<file path="src/hdl/nvcd_pkg.sv">
// Constants and carrier types for the nonvolatile memory timing clock divider
package nvcd_pkg;

    // ------------------------------------------------------------------
    // Bus geometry
    // ------------------------------------------------------------------
    localparam int ADDR_W = 12;
    localparam int DATA_W = 32;

    // ------------------------------------------------------------------
    // Register byte offsets
    // ------------------------------------------------------------------
    localparam logic [ADDR_W-1:0] RATIO_OFFSET   = 12'h000;
    localparam logic [ADDR_W-1:0] OPTION_OFFSET  = 12'h004;
    localparam logic [ADDR_W-1:0] COMMAND_OFFSET = 12'h008;
    localparam logic [ADDR_W-1:0] STATUS_OFFSET  = 12'h00C;

    // ------------------------------------------------------------------
    // Field positions and reset values
    // ------------------------------------------------------------------
    localparam int LOADED_BIT     = 7;
    localparam int PRESCALE_BIT   = 6;
    localparam int DIVISOR_LSB    = 0;
    localparam int DIVISOR_W      = 6;
    localparam int CMD_KIND_LSB   = 0;
    localparam int CMD_TARGET_BIT = 2;
    localparam int CMD_COUNT_LSB  = 8;
    localparam int CMD_COUNT_W    = 8;
    localparam int ST_BUSY_BIT    = 0;
    localparam int ST_DONE_BIT    = 1;
    localparam int ST_REFUSED_BIT = 2;
    localparam int ST_RANGE_BIT   = 3;
    localparam int ST_OPTION_BIT  = 4;
    localparam int ST_REMAIN_LSB  = 8;
    localparam logic [7:0] RATIO_RESET  = 8'h00;
    localparam logic [7:0] OPTION_RESET = 8'h00;

    // ------------------------------------------------------------------
    // Clocking and timing window of the divided clock
    // ------------------------------------------------------------------
    localparam int PRESCALE_DIV   = 8;
    localparam int PRE_CNT_W      = 3;
    localparam int PERIOD_W       = 10;
    localparam int CLK_PERIOD_NS  = 20;
    localparam int CLK_KHZ        = 1000000 / CLK_PERIOD_NS;
    localparam int TIMING_MAX_KHZ = 200;
    localparam int TIMING_MIN_KHZ = 150;
    localparam int MIN_PERIOD_CYC = (CLK_KHZ + TIMING_MAX_KHZ - 1) / TIMING_MAX_KHZ;
    localparam int MAX_PERIOD_CYC = CLK_KHZ / TIMING_MIN_KHZ;

    // ------------------------------------------------------------------
    // Enumerations and carriers
    // ------------------------------------------------------------------
    typedef enum logic [1:0] {
        OP_NONE    = 2'b00,
        OP_PROGRAM = 2'b01,
        OP_ERASE   = 2'b10,
        OP_ILLEGAL = 2'b11
    } nvcd_op_type;

    typedef enum logic [1:0] {
        SEQ_IDLE  = 2'b00,
        SEQ_ALIGN = 2'b01,
        SEQ_PULSE = 2'b10
    } nvcd_seq_type;

    typedef struct packed {
        logic              psel;
        logic              penable;
        logic              pwrite;
        logic [ADDR_W-1:0] paddr;
        logic [DATA_W-1:0] pwdata;
    } nvcd_apb_req_type;

    typedef struct packed {
        logic [DATA_W-1:0] prdata;
        logic              pready;
        logic              pslverr;
    } nvcd_apb_rsp_type;

    typedef struct packed {
        logic                 loaded;
        logic                 prescale_by_eight;
        logic [DIVISOR_W-1:0] divisor;
    } nvcd_ratio_type;

    typedef struct packed {
        logic        active;
        logic        pulse_start;
        nvcd_op_type kind;
        logic        target_eeprom;
    } nvcd_nv_ctrl_type;

endpackage

</file>
<file path="src/hdl/nvcd_clock_divider.sv">
// Timing clock divider, write-once ratio register and pulse sequencer for the nonvolatile arrays

// Behaviour
// RULE1 - First ratio write after reset sets loaded flag
// RULE2 - Reset clears loaded flag; software cannot
// RULE3 - Program and erase refused until flag set
// RULE4 - Prescale bit selects bus clock or divide-by-eight
// RULE5 - Prescale and divisor accept only one write
// RULE6 - Timing clock is input over divisor plus one
// RULE7 - Software keeps timing clock within 150-200 kHz
// RULE8 - Each timing pulse lasts one divided period
// RULE9 - Operations last a whole number of pulses
// RULE10 - Option location copied to shadow during reset; code copies it on the first clock after reset ends
// RULE11 - Option change needs reprogram and new reset
// RULE12 - Later ratio writes ignored, captured values read
module nvcd_clock_divider
(
    input  wire logic                       ref_clk,
    input  wire logic                       rst,
    input  wire nvcd_pkg::nvcd_apb_req_type apb_req,
    output      nvcd_pkg::nvcd_apb_rsp_type apb_rsp,
    input  wire logic [7:0]                 option_nonvolatile_location,
    output      logic [7:0]                 option_shadow_reg,
    output      logic                       ratio_loaded_flag,
    output      logic                       nv_timing_clock,
    output      nvcd_pkg::nvcd_nv_ctrl_type nv_ctrl
);

    // ------------------------------------------------------------------
    // State of the block
    // ------------------------------------------------------------------
    typedef struct packed {
        nvcd_pkg::nvcd_apb_rsp_type               rsp;
        nvcd_pkg::nvcd_ratio_type                 ratio;
        logic [7:0]                               option;
        logic                                     option_valid;
        logic [nvcd_pkg::PRE_CNT_W-1:0]           pre_cnt;
        logic [nvcd_pkg::DIVISOR_W-1:0]           div_cnt;
        logic                                     tick;
        nvcd_pkg::nvcd_seq_type                   seq;
        logic [nvcd_pkg::CMD_COUNT_W-1:0]         remain;
        logic                                     done;
        logic                                     refused;
        logic                                     range_ok;
        nvcd_pkg::nvcd_nv_ctrl_type               nv;
    } nvcd_state_type;

    nvcd_state_type s_q;
    nvcd_state_type s_d;

    // ------------------------------------------------------------------
    // Helpers
    // ------------------------------------------------------------------

    // True for the four word addresses the block answers
    function automatic logic is_mapped(input logic [nvcd_pkg::ADDR_W-1:0] addr);
        is_mapped = (addr == nvcd_pkg::RATIO_OFFSET)   ||
                    (addr == nvcd_pkg::OPTION_OFFSET)  ||
                    (addr == nvcd_pkg::COMMAND_OFFSET) ||
                    (addr == nvcd_pkg::STATUS_OFFSET);
    endfunction

    // Bus clocks in one divided period for a ratio setting
    function automatic logic [nvcd_pkg::PERIOD_W-1:0] period_cycles(input nvcd_pkg::nvcd_ratio_type r);
        logic [nvcd_pkg::PERIOD_W-1:0] base;
        base = nvcd_pkg::PERIOD_W'(r.divisor) + nvcd_pkg::PERIOD_W'(1);
        if (r.prescale_by_eight)
        begin
            period_cycles = nvcd_pkg::PERIOD_W'(base * nvcd_pkg::PERIOD_W'(nvcd_pkg::PRESCALE_DIV));
        end
        else
        begin
            period_cycles = base;
        end
    endfunction

    // Read data for a mapped word, zero elsewhere
    function automatic logic [nvcd_pkg::DATA_W-1:0] read_word(input logic [nvcd_pkg::ADDR_W-1:0] addr,
                                                              input nvcd_state_type             s);
        logic [nvcd_pkg::DATA_W-1:0] w;
        w = '0;
        unique case (addr)
            nvcd_pkg::RATIO_OFFSET:
            begin
                w[nvcd_pkg::LOADED_BIT]   = s.ratio.loaded;
                w[nvcd_pkg::PRESCALE_BIT] = s.ratio.prescale_by_eight;
                w[nvcd_pkg::DIVISOR_LSB +: nvcd_pkg::DIVISOR_W] = s.ratio.divisor; // RULE12
            end
            nvcd_pkg::OPTION_OFFSET:
            begin
                w[7:0] = s.option;
            end
            nvcd_pkg::COMMAND_OFFSET:
            begin
                w[nvcd_pkg::CMD_KIND_LSB +: 2]  = s.nv.kind;
                w[nvcd_pkg::CMD_TARGET_BIT]     = s.nv.target_eeprom;
            end
            nvcd_pkg::STATUS_OFFSET:
            begin
                w[nvcd_pkg::ST_BUSY_BIT]    = (s.seq != nvcd_pkg::SEQ_IDLE);
                w[nvcd_pkg::ST_DONE_BIT]    = s.done;
                w[nvcd_pkg::ST_REFUSED_BIT] = s.refused;
                w[nvcd_pkg::ST_RANGE_BIT]   = s.range_ok;
                w[nvcd_pkg::ST_OPTION_BIT]  = s.option_valid;
                w[nvcd_pkg::ST_REMAIN_LSB +: nvcd_pkg::CMD_COUNT_W] = s.remain;
            end
            default:
            begin
                w = '0;
            end
        endcase
        read_word = w;
    endfunction

    // ------------------------------------------------------------------
    // Next-state logic
    // ------------------------------------------------------------------

    // Bus decode, register effects, divider and sequencer in one pass
    always_comb
    begin
        logic                              setup;
        logic                              access;
        logic                              wr;
        logic                              pre_tick;
        nvcd_pkg::nvcd_op_type             kind;
        logic [nvcd_pkg::CMD_COUNT_W-1:0]  count;
        logic [nvcd_pkg::PERIOD_W-1:0]     period;
        setup    = 1'b0;
        access   = 1'b0;
        wr       = 1'b0;
        pre_tick = 1'b0;
        kind     = nvcd_pkg::OP_NONE;
        count    = '0;
        period   = '0;
        s_d      = s_q;

        // Zero-wait APB slave: answer registered in the setup cycle, driven in the access cycle
        setup            = apb_req.psel && !apb_req.penable;
        access           = apb_req.psel && apb_req.penable && s_q.rsp.pready;
        wr               = access && apb_req.pwrite && is_mapped(apb_req.paddr);
        s_d.rsp.pready   = setup;
        s_d.rsp.pslverr  = setup && !is_mapped(apb_req.paddr);
        s_d.rsp.prdata   = '0;
        if (setup && !apb_req.pwrite)
        begin
            s_d.rsp.prdata = read_word(apb_req.paddr, s_q);
        end

        // Shadow copy of the option location, caught once after reset
        if (!s_q.option_valid)
        begin
            s_d.option       = option_nonvolatile_location; // RULE10
            s_d.option_valid = 1'b1;
        end

        // Ratio register: only the first write after reset lands
        if (wr && apb_req.paddr == nvcd_pkg::RATIO_OFFSET && !s_q.ratio.loaded) // RULE5 RULE12
        begin
            s_d.ratio.loaded            = 1'b1; // RULE1 RULE2
            s_d.ratio.prescale_by_eight = apb_req.pwdata[nvcd_pkg::PRESCALE_BIT];
            s_d.ratio.divisor           = apb_req.pwdata[nvcd_pkg::DIVISOR_LSB +: nvcd_pkg::DIVISOR_W];
        end

        // Window check on the divided clock for software to read
        period       = period_cycles(s_q.ratio);
        s_d.range_ok = (period >= nvcd_pkg::PERIOD_W'(nvcd_pkg::MIN_PERIOD_CYC)) &&
                       (period <= nvcd_pkg::PERIOD_W'(nvcd_pkg::MAX_PERIOD_CYC));

        // Prescaler: every cycle, or every eighth one
        if (s_q.ratio.prescale_by_eight) // RULE4
        begin
            pre_tick    = (s_q.pre_cnt == nvcd_pkg::PRE_CNT_W'(nvcd_pkg::PRESCALE_DIV - 1));
            s_d.pre_cnt = s_q.pre_cnt + nvcd_pkg::PRE_CNT_W'(1);
        end
        else
        begin
            pre_tick    = 1'b1;
            s_d.pre_cnt = '0;
        end

        // Divider: one tick every divisor plus one prescaled cycles
        s_d.tick = 1'b0;
        if (pre_tick)
        begin
            if (s_q.div_cnt >= s_q.ratio.divisor) // RULE6
            begin
                s_d.div_cnt = '0;
                s_d.tick    = 1'b1;
            end
            else
            begin
                s_d.div_cnt = s_q.div_cnt + nvcd_pkg::DIVISOR_W'(1);
            end
        end

        // Sticky status flags clear on a one written; a same-cycle set still wins
        if (wr && apb_req.paddr == nvcd_pkg::STATUS_OFFSET)
        begin
            if (apb_req.pwdata[nvcd_pkg::ST_DONE_BIT])
            begin
                s_d.done = 1'b0;
            end
            if (apb_req.pwdata[nvcd_pkg::ST_REFUSED_BIT])
            begin
                s_d.refused = 1'b0;
            end
        end

        // Command write: start an operation or refuse it
        kind  = nvcd_pkg::nvcd_op_type'(apb_req.pwdata[nvcd_pkg::CMD_KIND_LSB +: 2]);
        count = apb_req.pwdata[nvcd_pkg::CMD_COUNT_LSB +: nvcd_pkg::CMD_COUNT_W];
        if (wr && apb_req.paddr == nvcd_pkg::COMMAND_OFFSET)
        begin
            if (s_q.ratio.loaded && s_q.option_valid && s_q.seq == nvcd_pkg::SEQ_IDLE &&
                (kind == nvcd_pkg::OP_PROGRAM || kind == nvcd_pkg::OP_ERASE) && count != '0) // RULE3
            begin
                s_d.seq              = nvcd_pkg::SEQ_ALIGN;
                s_d.remain           = count; // RULE9
                s_d.nv.kind          = kind;
                s_d.nv.target_eeprom = apb_req.pwdata[nvcd_pkg::CMD_TARGET_BIT];
            end
            else
            begin
                s_d.refused = 1'b1; // RULE3
            end
        end

        // Sequencer: pulses begin and end on divided clock boundaries
        s_d.nv.pulse_start = 1'b0;
        unique case (s_q.seq)
            nvcd_pkg::SEQ_IDLE:
            begin
                s_d.nv.active = 1'b0;
            end
            nvcd_pkg::SEQ_ALIGN:
            begin
                if (s_q.tick)
                begin
                    s_d.seq            = nvcd_pkg::SEQ_PULSE;
                    s_d.nv.active      = 1'b1;
                    s_d.nv.pulse_start = 1'b1; // RULE8
                end
            end
            nvcd_pkg::SEQ_PULSE:
            begin
                if (s_q.tick)
                begin
                    if (s_q.remain == nvcd_pkg::CMD_COUNT_W'(1)) // RULE9
                    begin
                        s_d.seq       = nvcd_pkg::SEQ_IDLE;
                        s_d.remain    = '0;
                        s_d.nv.active = 1'b0;
                        s_d.done      = 1'b1;
                    end
                    else
                    begin
                        s_d.remain         = s_q.remain - nvcd_pkg::CMD_COUNT_W'(1);
                        s_d.nv.pulse_start = 1'b1; // RULE8
                    end
                end
            end
            default:
            begin
                s_d.seq       = nvcd_pkg::SEQ_IDLE;
                s_d.nv.active = 1'b0;
            end
        endcase
    end

    // ------------------------------------------------------------------
    // State register
    // ------------------------------------------------------------------

    // All state registered here; reset loads constants only
    always_ff @(posedge ref_clk or posedge rst)
    begin
        if (rst)
        begin
            s_q        <= '0;
            s_q.ratio  <= nvcd_pkg::nvcd_ratio_type'(nvcd_pkg::RATIO_RESET); // RULE2
            s_q.option <= nvcd_pkg::OPTION_RESET;
            s_q.seq    <= nvcd_pkg::SEQ_IDLE;
        end
        else
        begin
            s_q <= s_d;
        end
    end

    // ------------------------------------------------------------------
    // Outputs
    // ------------------------------------------------------------------

    // Every output taken straight from the state register
    assign apb_rsp           = s_q.rsp;
    assign option_shadow_reg = s_q.option;
    assign ratio_loaded_flag = s_q.ratio.loaded;
    assign nv_timing_clock   = s_q.tick;
    assign nv_ctrl           = s_q.nv;

endmodule

</file>
<file path="config.mk">
export PLATFORM = sky130hd
export DESIGN_NAME = nvcd_clock_divider
export DESIGN_NICKNAME = d
export VERILOG_FILES = /design/src/hdl/nvcd_pkg.sv /design/src/hdl/nvcd_clock_divider.sv
export SDC_FILE = /design/constraint.sdc
export NUM_CORES = 1
export LEC_CHECK = 0
export ABC_AREA = 1
export BUFFER_PORTS_ARGS = -buffer_cell sky130_fd_sc_hd__buf_2
export CAP_MARGIN = 20
export CORE_UTILIZATION = 35
export CTS_BUF_LIST = sky130_fd_sc_hd__clkbuf_8
export DETAILED_ROUTE_END_ITERATION = 8
export MAX_ROUTING_LAYER = met4
export SLEW_MARGIN = 40
export SYNTH_ARGS = -nofsm -noshare
export SYNTH_HDL_FRONTEND = slang
export SYNTH_SLANG_ARGS = --single-unit
</file>
<file path="constraint.sdc">
create_clock -name ref_clk -period 1.9 [get_ports ref_clk]
set_input_delay 0.19 -clock ref_clk [delete_from_list [all_inputs] [get_ports ref_clk]]
set_output_delay 0.19 -clock ref_clk [all_outputs]
set_load 0.02 [all_outputs]
</file>
==> results.sh, run 1 <==
export IMPL_synthArstFlopShare_pct=100
export IMPL_setup_slack_ns=0.203
export IMPL_floorplan_die_width_um=105
export IMPL_leakage_nw=2.27
export IMPL_ys_types=34
export IMPL_drive_gt1_share_pct=22.6
export IMPL_synth_enable_flop_cells=0
export IMPL_largest_net_degree_at_the_start_of_global_routing=40
export IMPL_drt_pass1_iter_count=4
export IMPL_dpl_cell_count=628
export IMPL_total_power_w=0.00284
export IMPL_setup_viol=0
export IMPL_design_final_nets=577
export IMPL_critPathRequiredTime_ns=2.18
export IMPL_path_max_fanout=15
export IMPL_largest_reg_flops=30
export IMPL_synthesis_yosys_warnings=0
export IMPL_numClockSinks=63
export IMPL_vias_per_cell=4.46
export IMPL_layout_cells_non_filler=644
export IMPL_syn_instance_count=455
export IMPL_drt_total_wl_um=7510
export IMPL_critPathArrivalTime_ns=1.98
export IMPL_grt_pass1_wl_um=12300
export IMPL_grt_antenna_before_repair=0
export IMPL_die_area_mm2=0.0110
export IMPL_final_hold_viol_count=0
export IMPL_clock_root_buffer="clkbuf_8"
export IMPL_finalCritPeriodShare_pct=89.3
export IMPL_syn_avg_cell_area_um2=8.17
export IMPL_synth_sequential_area_ratio_pct=42.4
export IMPL_grtUsageTotal_pct=14.5
export IMPL_clkTransAtPathRegs_ns=0.07
export IMPL_h_tree_depth_reported_by_cts=3
export IMPL_grt_remaining_overflow=0
export IMPL_fillerInstances=1044
export IMPL_tightestPinTransition_ns=0.546
export IMPL_min_period_ns=1.70
export IMPL_cts_path_max_buffers=2
export IMPL_synth_ff_latch_count=63
export IMPL_first_global_vias=2685
export IMPL_ios=106
export IMPL_mappedNetlistArea_mm2=0.00372
export IMPL_detail_route_wl_per_cell_um=11.7
export IMPL_antenna_cells_inserted=0
export IMPL_floorplan_die_height_um=105
export IMPL_std_cell_rows=37
export IMPL_ys_dominant_reg_cell="dfrtp_1"
export IMPL_cts_tree="done"
export IMPL_hold_class="in2reg"
export IMPL_maxSlewViolCount=0
export IMPL_critPathLaunchType="flop"
export IMPL_numCtsBuffers=9
export IMPL_detailedPlacementHpwl_um=5820
export IMPL_detail_route_iter0_violations=154
export IMPL_gp_congestion=0.840
export IMPL_dr_total_vias=2873
export IMPL_core_area_mm2=0.0103
export IMPL_clock_skew_ns=0.00836
export IMPL_run_status="completed"
export IMPL_max_slew_margin_rel_pct=63.5
export IMPL_port_buffers=72
export IMPL_maxClockFrequency_mhz=589
export IMPL_cap_violations=0
export IMPL_dp_slack_ns=0.212
export IMPL_fin_setup_tns_ns=0
export IMPL_worst_skew_pair_late_latency_ns=0.34
export IMPL_post_route_drc_count=0
export IMPL_areaGrowthSynthToFinish_pct=12.2
export IMPL_power_per_unit_of_standard_cell_area_mw_per_mm2=681
export IMPL_critPathCaptureType="flop"
export IMPL_initial_core_utilization_pct=36.0
export IMPL_final_antenna_net_count=0
export IMPL_vdd_ir_drop_max_mv=0.315
export IMPL_timing_worst_setup_path_type="reg2reg"
export IMPL_unrepaired_setup_endpoints_after_global_routing="false"
==> power by group <==
part	switching, W	internal, W	leakage (nW)
sequential	0.0000146	0.00136	0.810
clock	0.000529	0.000728	0.103
combinational	0.000146	0.0000640	1.35
total	0.000689	0.00215	2.27
==> cells in the mapped netlist (2+ instances only) <==
library cell	count	area share [%]
buf_6	3	0.91
o21ai_2	3	0.71
a21oi_1	12	1.6
a21oi_2	4	0.94
nor2_1	40	4.0
buf_4	47	9.5
nand3_1	32	4.3
conb_1	2	0.20
nand4_1	14	2.4
ha_1	16	5.4
nor2_4	4	1.2
nand2_2	4	0.67
nor2_2	2	0.34
inv_2	2	0.20
dfrtp_1	63	42
buf_2	3	0.40
o211ai_1	2	0.40
nand2_1	79	8.0
xor2_1	8	1.9
inv_1	59	6.0
o21ai_0	30	4.0
clkbuf_1	3	0.30
nor3_1	12	1.6
==> what timing repair did <==
action                     CTS  global route
resized for setup            0             0
buffers inserted             0             0
hold endpoints to repair    24             0
hold buffers                 1             0
setup endpoints to repair    0             0
==> final timing paths <==
check,from,to,slack [ns],cells past startpoint
setup / recovery,s_q[17],s_q[13],0.20,10
hold / removal,apb_req[45],apb_rsp[1],0.02,2
setup reg to reg,s_q[17],s_q[13],0.20,10
hold reg to reg,s_q[25],s_q[25],0.44,1
max in group asynchronous,rst,s_q[16],0.86,4
min in group asynchronous,rst,apb_rsp[14],0.44,3
==> stage by stage <==
step	area, µm²	hold WS [ns]	utilization [%]
2_1_floorplan	3770	0.266	-
3_3_place_gp	3950	0.268	38.3
3_5_place_dp	3950	0.266	38.3
4_1_cts	4170	0.0151	40.4
5_1_grt	4170	0.0343	40.4
6_report	4170	0.0232	40.4
==> layout make-up <==
class / count / area (µm²) / area share (%)
sequential: 63 / 1580 / 37.8
multi-input combinational: 289 / 1550 / 37.2
timing repair buffer: 79 / 428 / 10.3
inverter: 62 / 233 / 5.58
tap: 136 / 170 / 4.08
clock buffer: 9 / 124 / 2.97
clock inverter: 6 / 87.6 / 2.10
==> worst max-delay path, stage by stage (launching register included) <==
cell	delay [ns]
dfrtp_1	0.42
inv_1	0.10
ha_1	0.18
nand3_1	0.08
a21oi_1	0.13
nand2_1	0.12
nor2_4	0.31
nand2_1	0.11
nand3_1	0.10
nand2_1	0.05
inv_1	0.04
==> placed cells by master (no fill, tap or decap), types with 2 or more instances in the layout <==
cell type	instances
inv_1	59
a21oi_1	12
nor2_2	2
clkbuf_8	9
o21ai_0	30
buf_2	72
clkinvlp_4	2
nand3_1	32
nor3_1	12
nand4_1	14
a21oi_2	4
buf_4	5
bufinv_16	2
nor2_4	4
conb_1	17
dfrtp_1	63
o21ai_2	3
nand2_1	79
nand2_2	4
o211ai_1	2
xor2_1	8
inv_2	3
nor2_1	40
ha_1	16
==> layer usage <==
layer  up-vias  share of wire [%]  track usage [%]
met4         0                2.1             6.94
met3        14                5.7             2.93
met5         -                  0                -
li1       1487                  -                -
met2        84                 45             22.8
met1      1288                 47             18.0
==> cells by family (layout without fill, tap and decap cells) <==
logic type	Yosys count	after routing	synth area share, %
muxes	1	1	0.269
AOI/OAI and AO/OA	54	54	8.31
buffers and inverters	118	156	17.4
other	2	17	0.202
DFF	63	63	42.4
adders and majority gates	16	16	5.38
xor gates and xnor gates	9	9	2.12
and+or+nand+nor	192	192	24.0
Note: power is estimated with default switching activity, not from simulation.
==> run 2: changes to the inputs <==
==> constraint.sdc (replaced) <==
create_clock -name ref_clk -period 1.8 [get_ports ref_clk]
set_input_delay 0.18 -clock ref_clk [delete_from_list [all_inputs] [get_ports ref_clk]]
set_output_delay 0.18 -clock ref_clk [all_outputs]
set_load 0.05 [all_outputs]
==> run 2 against run 1 <==
Net effect:
- combinational power rose by 48%
- sequential cell count unchanged
- critical path type unchanged
- clock skew about the same
- non-clock buffer count grew 6
- worst setup slack worse by 0.014 ns
- register-to-register slack is essentially flat
- core utilization rose by 0.21 points
- worst hold slack improved by 0.0013 ns
- sequential share of layout area decreased by 0.19 points
- clock power is 15% lower
- design area rose by 0.51%
==> results.sh, run 2 (synthesis gave the netlist of run 1 again) <==
export IMPL_final_hold_viol_count=0
export IMPL_cp_num_buf_inv=2
export IMPL_vdd_ir_drop_max_mv=0.421
export IMPL_worst_skew_pair_late_latency_ns=0.34
export IMPL_leakage_nw=2.28
export IMPL_ios=106
export IMPL_gp_congestion=0.875
export IMPL_areaGrowthSynthToFinish_pct=12.8
export IMPL_multiInputGateArea_mm2=0.00156
export IMPL_floorplan_die_height_um=105
export IMPL_worst_path_largest_cell_delay_ns=0.41
export IMPL_final_antenna_net_count=0
export IMPL_power_per_unit_of_standard_cell_area_mw_per_mm2=676
export IMPL_critPathLaunchType="flop"
export IMPL_floorplan_die_width_um=105
export IMPL_initial_core_utilization_pct=36.0
export IMPL_first_global_vias=2775
export IMPL_drive_gt1_share_pct=24.1
export IMPL_design_area_mm2=0.00419
export IMPL_path_max_fanout=14
export IMPL_fin_setup_tns_ns=0
export IMPL_critPathRequiredTime_ns=2.06
export IMPL_maxClockFrequency_mhz=621
export IMPL_layout_common_cells="79 x nand2_1, 72 x buf_2, 63 x dfrtp_1"
export IMPL_sw_frac_of_total_pct=28.3
export IMPL_numClockSinks=63
export IMPL_grt_remaining_overflow=0
export IMPL_cts_path_max_buffers=2
export IMPL_total_switching_power_w=0.000803
export IMPL_die_area_mm2=0.0110
export IMPL_cp_delay_by_family_top="simple AND/OR/NAND/NOR gates"
export IMPL_dr_total_vias=2945
export IMPL_std_cell_rows=37
export IMPL_total_power_w=0.00283
export IMPL_run_status="completed"
export IMPL_timing_worst_setup_path_type="reg2reg"
export IMPL_design_final_nets=583
export IMPL_clock_root_buffer="clkbuf_8"
export IMPL_maxSlewViolCount=0
export IMPL_port_buffers=72
export IMPL_core_area_mm2=0.0103
export IMPL_fillerInstances=1063
export IMPL_largest_net_degree_at_the_start_of_global_routing=41
export IMPL_cap_violations=0
export IMPL_critPathArrivalTime_ns=1.87
export IMPL_post_route_drc_count=0
export IMPL_unrepaired_setup_endpoints_after_global_routing="false"
export IMPL_setup_viol=0
export IMPL_drt_pass1_iter_count=5
export IMPL_detail_route_wl_per_cell_um=11.8
export IMPL_grt_pass1_wl_um=13000
export IMPL_combPwrFrac_pct=11.0
export IMPL_min_period_ns=1.61
export IMPL_drt_total_wl_um=7680
export IMPL_h_tree_depth_reported_by_cts=3
export IMPL_p_clk_share_pct=37.9
export IMPL_critPathCaptureType="flop"
export IMPL_numCtsBuffers=9
export IMPL_layout_core_utilization_pct=40.6
export IMPL_hold_class="in2reg"
export IMPL_grt_antenna_before_repair=2
export IMPL_vias_per_cell=4.51
export IMPL_finalCritPeriodShare_pct=89.5
export IMPL_clock_skew_ns=0.00814
export IMPL_layout_cells_most_common="nand2_1"
export IMPL_dpl_cell_area_mm2=0.00397
export IMPL_grtUsageTotal_pct=15.1
export IMPL_largest_reg_flops=30
export IMPL_seq_pwr_share_pct=51.2
export IMPL_clkTransAtPathRegs_ns=0.07
export IMPL_detail_route_iter0_violations=151
export IMPL_seqCellArea_mm2=0.00158
export IMPL_critical_path_slowest_cell="dfrtp_1"
export IMPL_detailedPlacementHpwl_um=5940
export IMPL_hold_slack_ns=0.0245
export IMPL_cts_tree="done"
export IMPL_crit_chain="inv_1 -> ha_1 -> nand3_1 -> a21oi_2 -> nand2_1 -> nor2_4 -> buf_4 -> nor2_1 -> a21oi_1"
export IMPL_intPower_w=0.00203
-- run 2: changes by cell type in the layout (fill, tap and decap cells not counted), sizes merged --
cell / before / now
buf: 78 / 84
bufinv: 2 / 0
clkinv: 2 / 4
diode: 0 / 2
clkbuf: 9 / 10
-- run 2: metrics by stage --
stage          std cells  worst slack (ns)
6_report             653             0.189
2_1_floorplan        470            0.0503
4_1_cts              648            0.0935
3_5_place_dp         631             0.117
5_1_grt              653            0.0296
3_3_place_gp         631             0.161
-- run 2: metal layers --
metal | part of all wire [%] | global-route usage (%) | wire (µm) | vias to the layer above
met1 | 47 | 19.7 | 3580 | 1338
met3 | 6.0 | 2.87 | 464 | 13
met2 | 46 | 23.3 | 3510 | 90
met5 | 0 | - | 0 | -
li1 | - | - | - | 1504
met4 | 1.5 | 6.04 | 116 | 0
-- run 2: worst paths after layout --
path | startpoint | to | slack (ns) | cells after the start
max | s_q[16] | nv_ctrl[2] | 0.19 | 9
min | apb_req[45] | apb_rsp[1] | 0.02 | 2
max reg2reg | s_q[16] | nv_ctrl[2] | 0.19 | 9
min reg2reg | s_q[25] | s_q[25] | 0.44 | 1
max in group asynchronous | rst | s_q[20] | 0.80 | 4
min in group asynchronous | rst | apb_rsp[14] | 0.41 | 3
-- run 2: layout make-up --
cell class | instances | share of cell area, %
Timing Repair Buffer | 85 | 11.3
Sequential cell | 63 | 37.6
Clock buffer | 10 | 3.28
Multi-Input combinational cell | 289 | 37.2
Antenna cell | 2 | 0.119
Clock inverter | 6 | 0.895
Inverter | 62 | 5.55
Tap cell | 136 | 4.06
-- run 2: power by group through the flow --
stage	Clock, W	Combinational, W	Sequential [W]
final	0.00107	0.000311	0.00145
after floorplan	0	0.000269	0.00147
after global routing	0.00117	0.000335	0.00145
after detailed placement	0	0.000311	0.00148
after CTS	0.00111	0.000314	0.00145
after global placement	0	0.000307	0.00148
-- run 2: what timing repair did --
action                                  4_1_cts  5_1_grt
hold endpoints to repair                     23        0
hold buffers                                  1        0
setup buffers                                 0        3
resized for setup                             0        6
endpoints found under the setup margin        0        9
-- run 2: worst register-to-register path, cell delays in order, from the launching register on --
cell and delay [ns]:
dfrtp_1 0.41, inv_1 0.09, ha_1 0.17, nand3_1 0.09
a21oi_2 0.11, nand2_1 0.10, nor2_4 0.27, buf_4 0.17
nor2_1 0.03, a21oi_1 0.10
==> run 3: changes to the inputs <==
--- a/config.mk
+++ b/config.mk
@@ -12,2 +12,3 @@
 export CTS_BUF_LIST = sky130_fd_sc_hd__clkbuf_8
+export CTS_CLUSTER_SIZE = 8
 export DETAILED_ROUTE_END_ITERATION = 8
==> constraint.sdc (replaced) <==
create_clock -name ref_clk -period 1.8 [get_ports ref_clk]
set_input_delay 0 -clock ref_clk [delete_from_list [all_inputs] [get_ports ref_clk]]
set_output_delay 0 -clock ref_clk [all_outputs]
set_load 0.05 [all_outputs]
==> run 3 against run 2 <==
Net effect:
- the run now ends with hold timing left
- core utilization up 3.0 points
- via count is 2.6% higher
- worst hold slack worse by 0.039 ns
- worst setup slack got worse by 0.054 ns
- clock power up 19%
- total power increased by 8.4%
- die area is the same
- first-iteration DRC count down 11%
- non-clock buffer count increased by 26
- wire length grew 3.5%
- final cell count increased by 3.7%
==> results.sh, run 3 (synthesis gave the netlist of run 1 again) <==
export IMPL_maxClockFrequency_mhz=601
export IMPL_critPathLaunchType="input port"
export IMPL_dr_total_vias=3021
export IMPL_numCtsBuffers=9
export IMPL_worst_skew_pair_late_latency_ns=0.35
export IMPL_ios=106
export IMPL_timing_worst_setup_path_type="in2reg"
export IMPL_unrepaired_setup_endpoints_after_global_routing="false"
export IMPL_tightestPinTransition_ns=0.511
export IMPL_largest_net_degree_at_the_start_of_global_routing=41
export IMPL_min_period_ns=1.66
export IMPL_setup_viol=0
export IMPL_run_status="complete, but fails checks"
export IMPL_power_per_unit_of_standard_cell_area_mw_per_mm2=683
export IMPL_detail_route_iter0_violations=135
export IMPL_design_area_mm2=0.00450
export IMPL_first_global_vias=2870
export IMPL_port_buffers=72
export IMPL_floorplan_die_height_um=105
export IMPL_hold_slack_ns=-0.0146
export IMPL_sw_frac_of_total_pct=27.7
export IMPL_path_max_fanout=11
export IMPL_dpl_cell_area_mm2=0.00396
export IMPL_cap_violations=0
export IMPL_failed_checks="hold timing"
export IMPL_fin_setup_tns_ns=0
export IMPL_layout_cells_non_filler=677
export IMPL_areaGrowthSynthToFinish_pct=21.1
export IMPL_final_hold_viol_count=3
export IMPL_clock_skew_ns=0.00748
export IMPL_post_route_drc_count=0
export IMPL_grt_pass1_wl_um=13500
export IMPL_finalCritPeriodShare_pct=92.5
export IMPL_vias_per_cell=4.46
export IMPL_initial_core_utilization_pct=36.0
export IMPL_total_switching_power_w=0.000850
export IMPL_clock_root_buffer="clkbuf_8"
export IMPL_largest_reg_flops=30
export IMPL_design_final_nets=609
export IMPL_combPwrFrac_pct=11.6
export IMPL_grt_remaining_overflow=0
export IMPL_cts_path_max_buffers=2
export IMPL_detail_route_wl_per_cell_um=11.7
export IMPL_seq_pwr_share_pct=47.2
export IMPL_floorplan_die_width_um=105
export IMPL_h_tree_depth_reported_by_cts=3
export IMPL_core_area_mm2=0.0103
export IMPL_critPathCaptureType="flop"
export IMPL_cts_tree="done"
export IMPL_drt_pass1_iter_count=4
export IMPL_critPathArrivalTime_ns=1.92
export IMPL_gp_congestion=0.856
export IMPL_std_cell_rows=37
export IMPL_leakage_nw=2.41
export IMPL_layout_cells_most_common="nand2_1"
export IMPL_grt_antenna_before_repair=0
export IMPL_antenna_cells_inserted=0
export IMPL_critPathRequiredTime_ns=2.05
export IMPL_clkTransAtPathRegs_ns=0.07
export IMPL_layout_common_cells="79 x nand2_1, 72 x buf_2, 63 x dfrtp_1"
export IMPL_final_antenna_net_count=0
export IMPL_grtUsageTotal_pct=15.8
export IMPL_drt_total_wl_um=7950
export IMPL_max_slew_margin_rel_pct=65.9
export IMPL_maxSlewViolCount=0
export IMPL_dpl_cell_count=629
export IMPL_intPower_w=0.00222
export IMPL_total_power_w=0.00307
export IMPL_detailedPlacementHpwl_um=5890
export IMPL_p_clk_share_pct=41.2
export IMPL_vdd_ir_drop_max_mv=0.365
export IMPL_numClockSinks=63
export IMPL_drive_gt1_share_pct=23.3
export IMPL_die_area_mm2=0.0110
export IMPL_hold_class="in2reg"
## run 3: changes by cell type in the layout (fill, tap and decap cells not counted), moves of 2 or more
cell	change
diode_2	-2
dlygate4sd3_1	+27
buf_4	-2
o21ai_1	-2
o21ai_0	+3
## run 3: final cells by class
type                            count  area (µm²)
Clock buffer                       10         138
Clock inverter                      6        68.8
Fill cell                        1003        5820
Inverter                           62         233
Multi-Input combinational cell    289        1570
Sequential cell                    63        1580
Tap cell                          136         170
Timing Repair Buffer              111         748
## run 3: path summary, 6_finish.rpt
path	startpoint	end	slack, ns	depth (start not counted)
max in group asynchronous	rst	s_q[19]	0.98	4
setup reg to reg	s_q[16]	s_q[10]	0.18	10
hold reg to reg	s_q[25]	s_q[25]	0.44	1
setup / recovery	apb_req[45]	apb_rsp[16]	0.14	8
hold / removal	apb_req[44]	apb_rsp[4]	-0.01	4
min in group asynchronous	rst	apb_rsp[14]	0.23	3
## run 3: power groups by stage
stage | combinational (W) | sequential [W] | clock, W
detailed placement | 0.000310 | 0.00148 | 0
global route | 0.000385 | 0.00145 | 0.00135
finish | 0.000357 | 0.00145 | 0.00127
CTS | 0.000357 | 0.00145 | 0.00130
global placement | 0.000307 | 0.00148 | 0
floorplan | 0.000269 | 0.00147 | 0
## run 3: stage by stage
| step | hold slack, ns | worst slack (ns) | util [%] |
|---|---|---|---|
| floorplan | 0.0763 | 0.224 | - |
| global placement | 0.0533 | 0.187 | 38.3 |
| detailed placement | 0.0668 | 0.131 | 38.3 |
| CTS | 0.0242 | 0.0402 | 43.0 |
| global route | 0.00642 | 0.00424 | 43.6 |
| finish | -0.0146 | 0.135 | 43.6 |
## run 3: critical path: stages
cell	delay, ns
dlygate4sd3_1	0.53
buf_2	0.12
nor2_1	0.09
dlygate4sd3_1	0.58
inv_1	0.06
nor2_2	0.12
inv_1	0.18
nor3_1	0.23
## run 3: repair_timing
item / in CTS / in global routing
hold endpoints to repair: 49 / 0
endpoints found under the setup margin: 0 / 12
hold buffers: 28 / 0
resized for setup: 0 / 5
setup buffers: 0 / 4
## run 3: per-layer routing
metal  GRT usage, %  vias up  wire length, µm
li1               -     1553                -
met1           19.8     1363             3660
met2           25.1       89             3720
met3           2.37       16              386
met4           7.55        0              175
met5              -        -                0
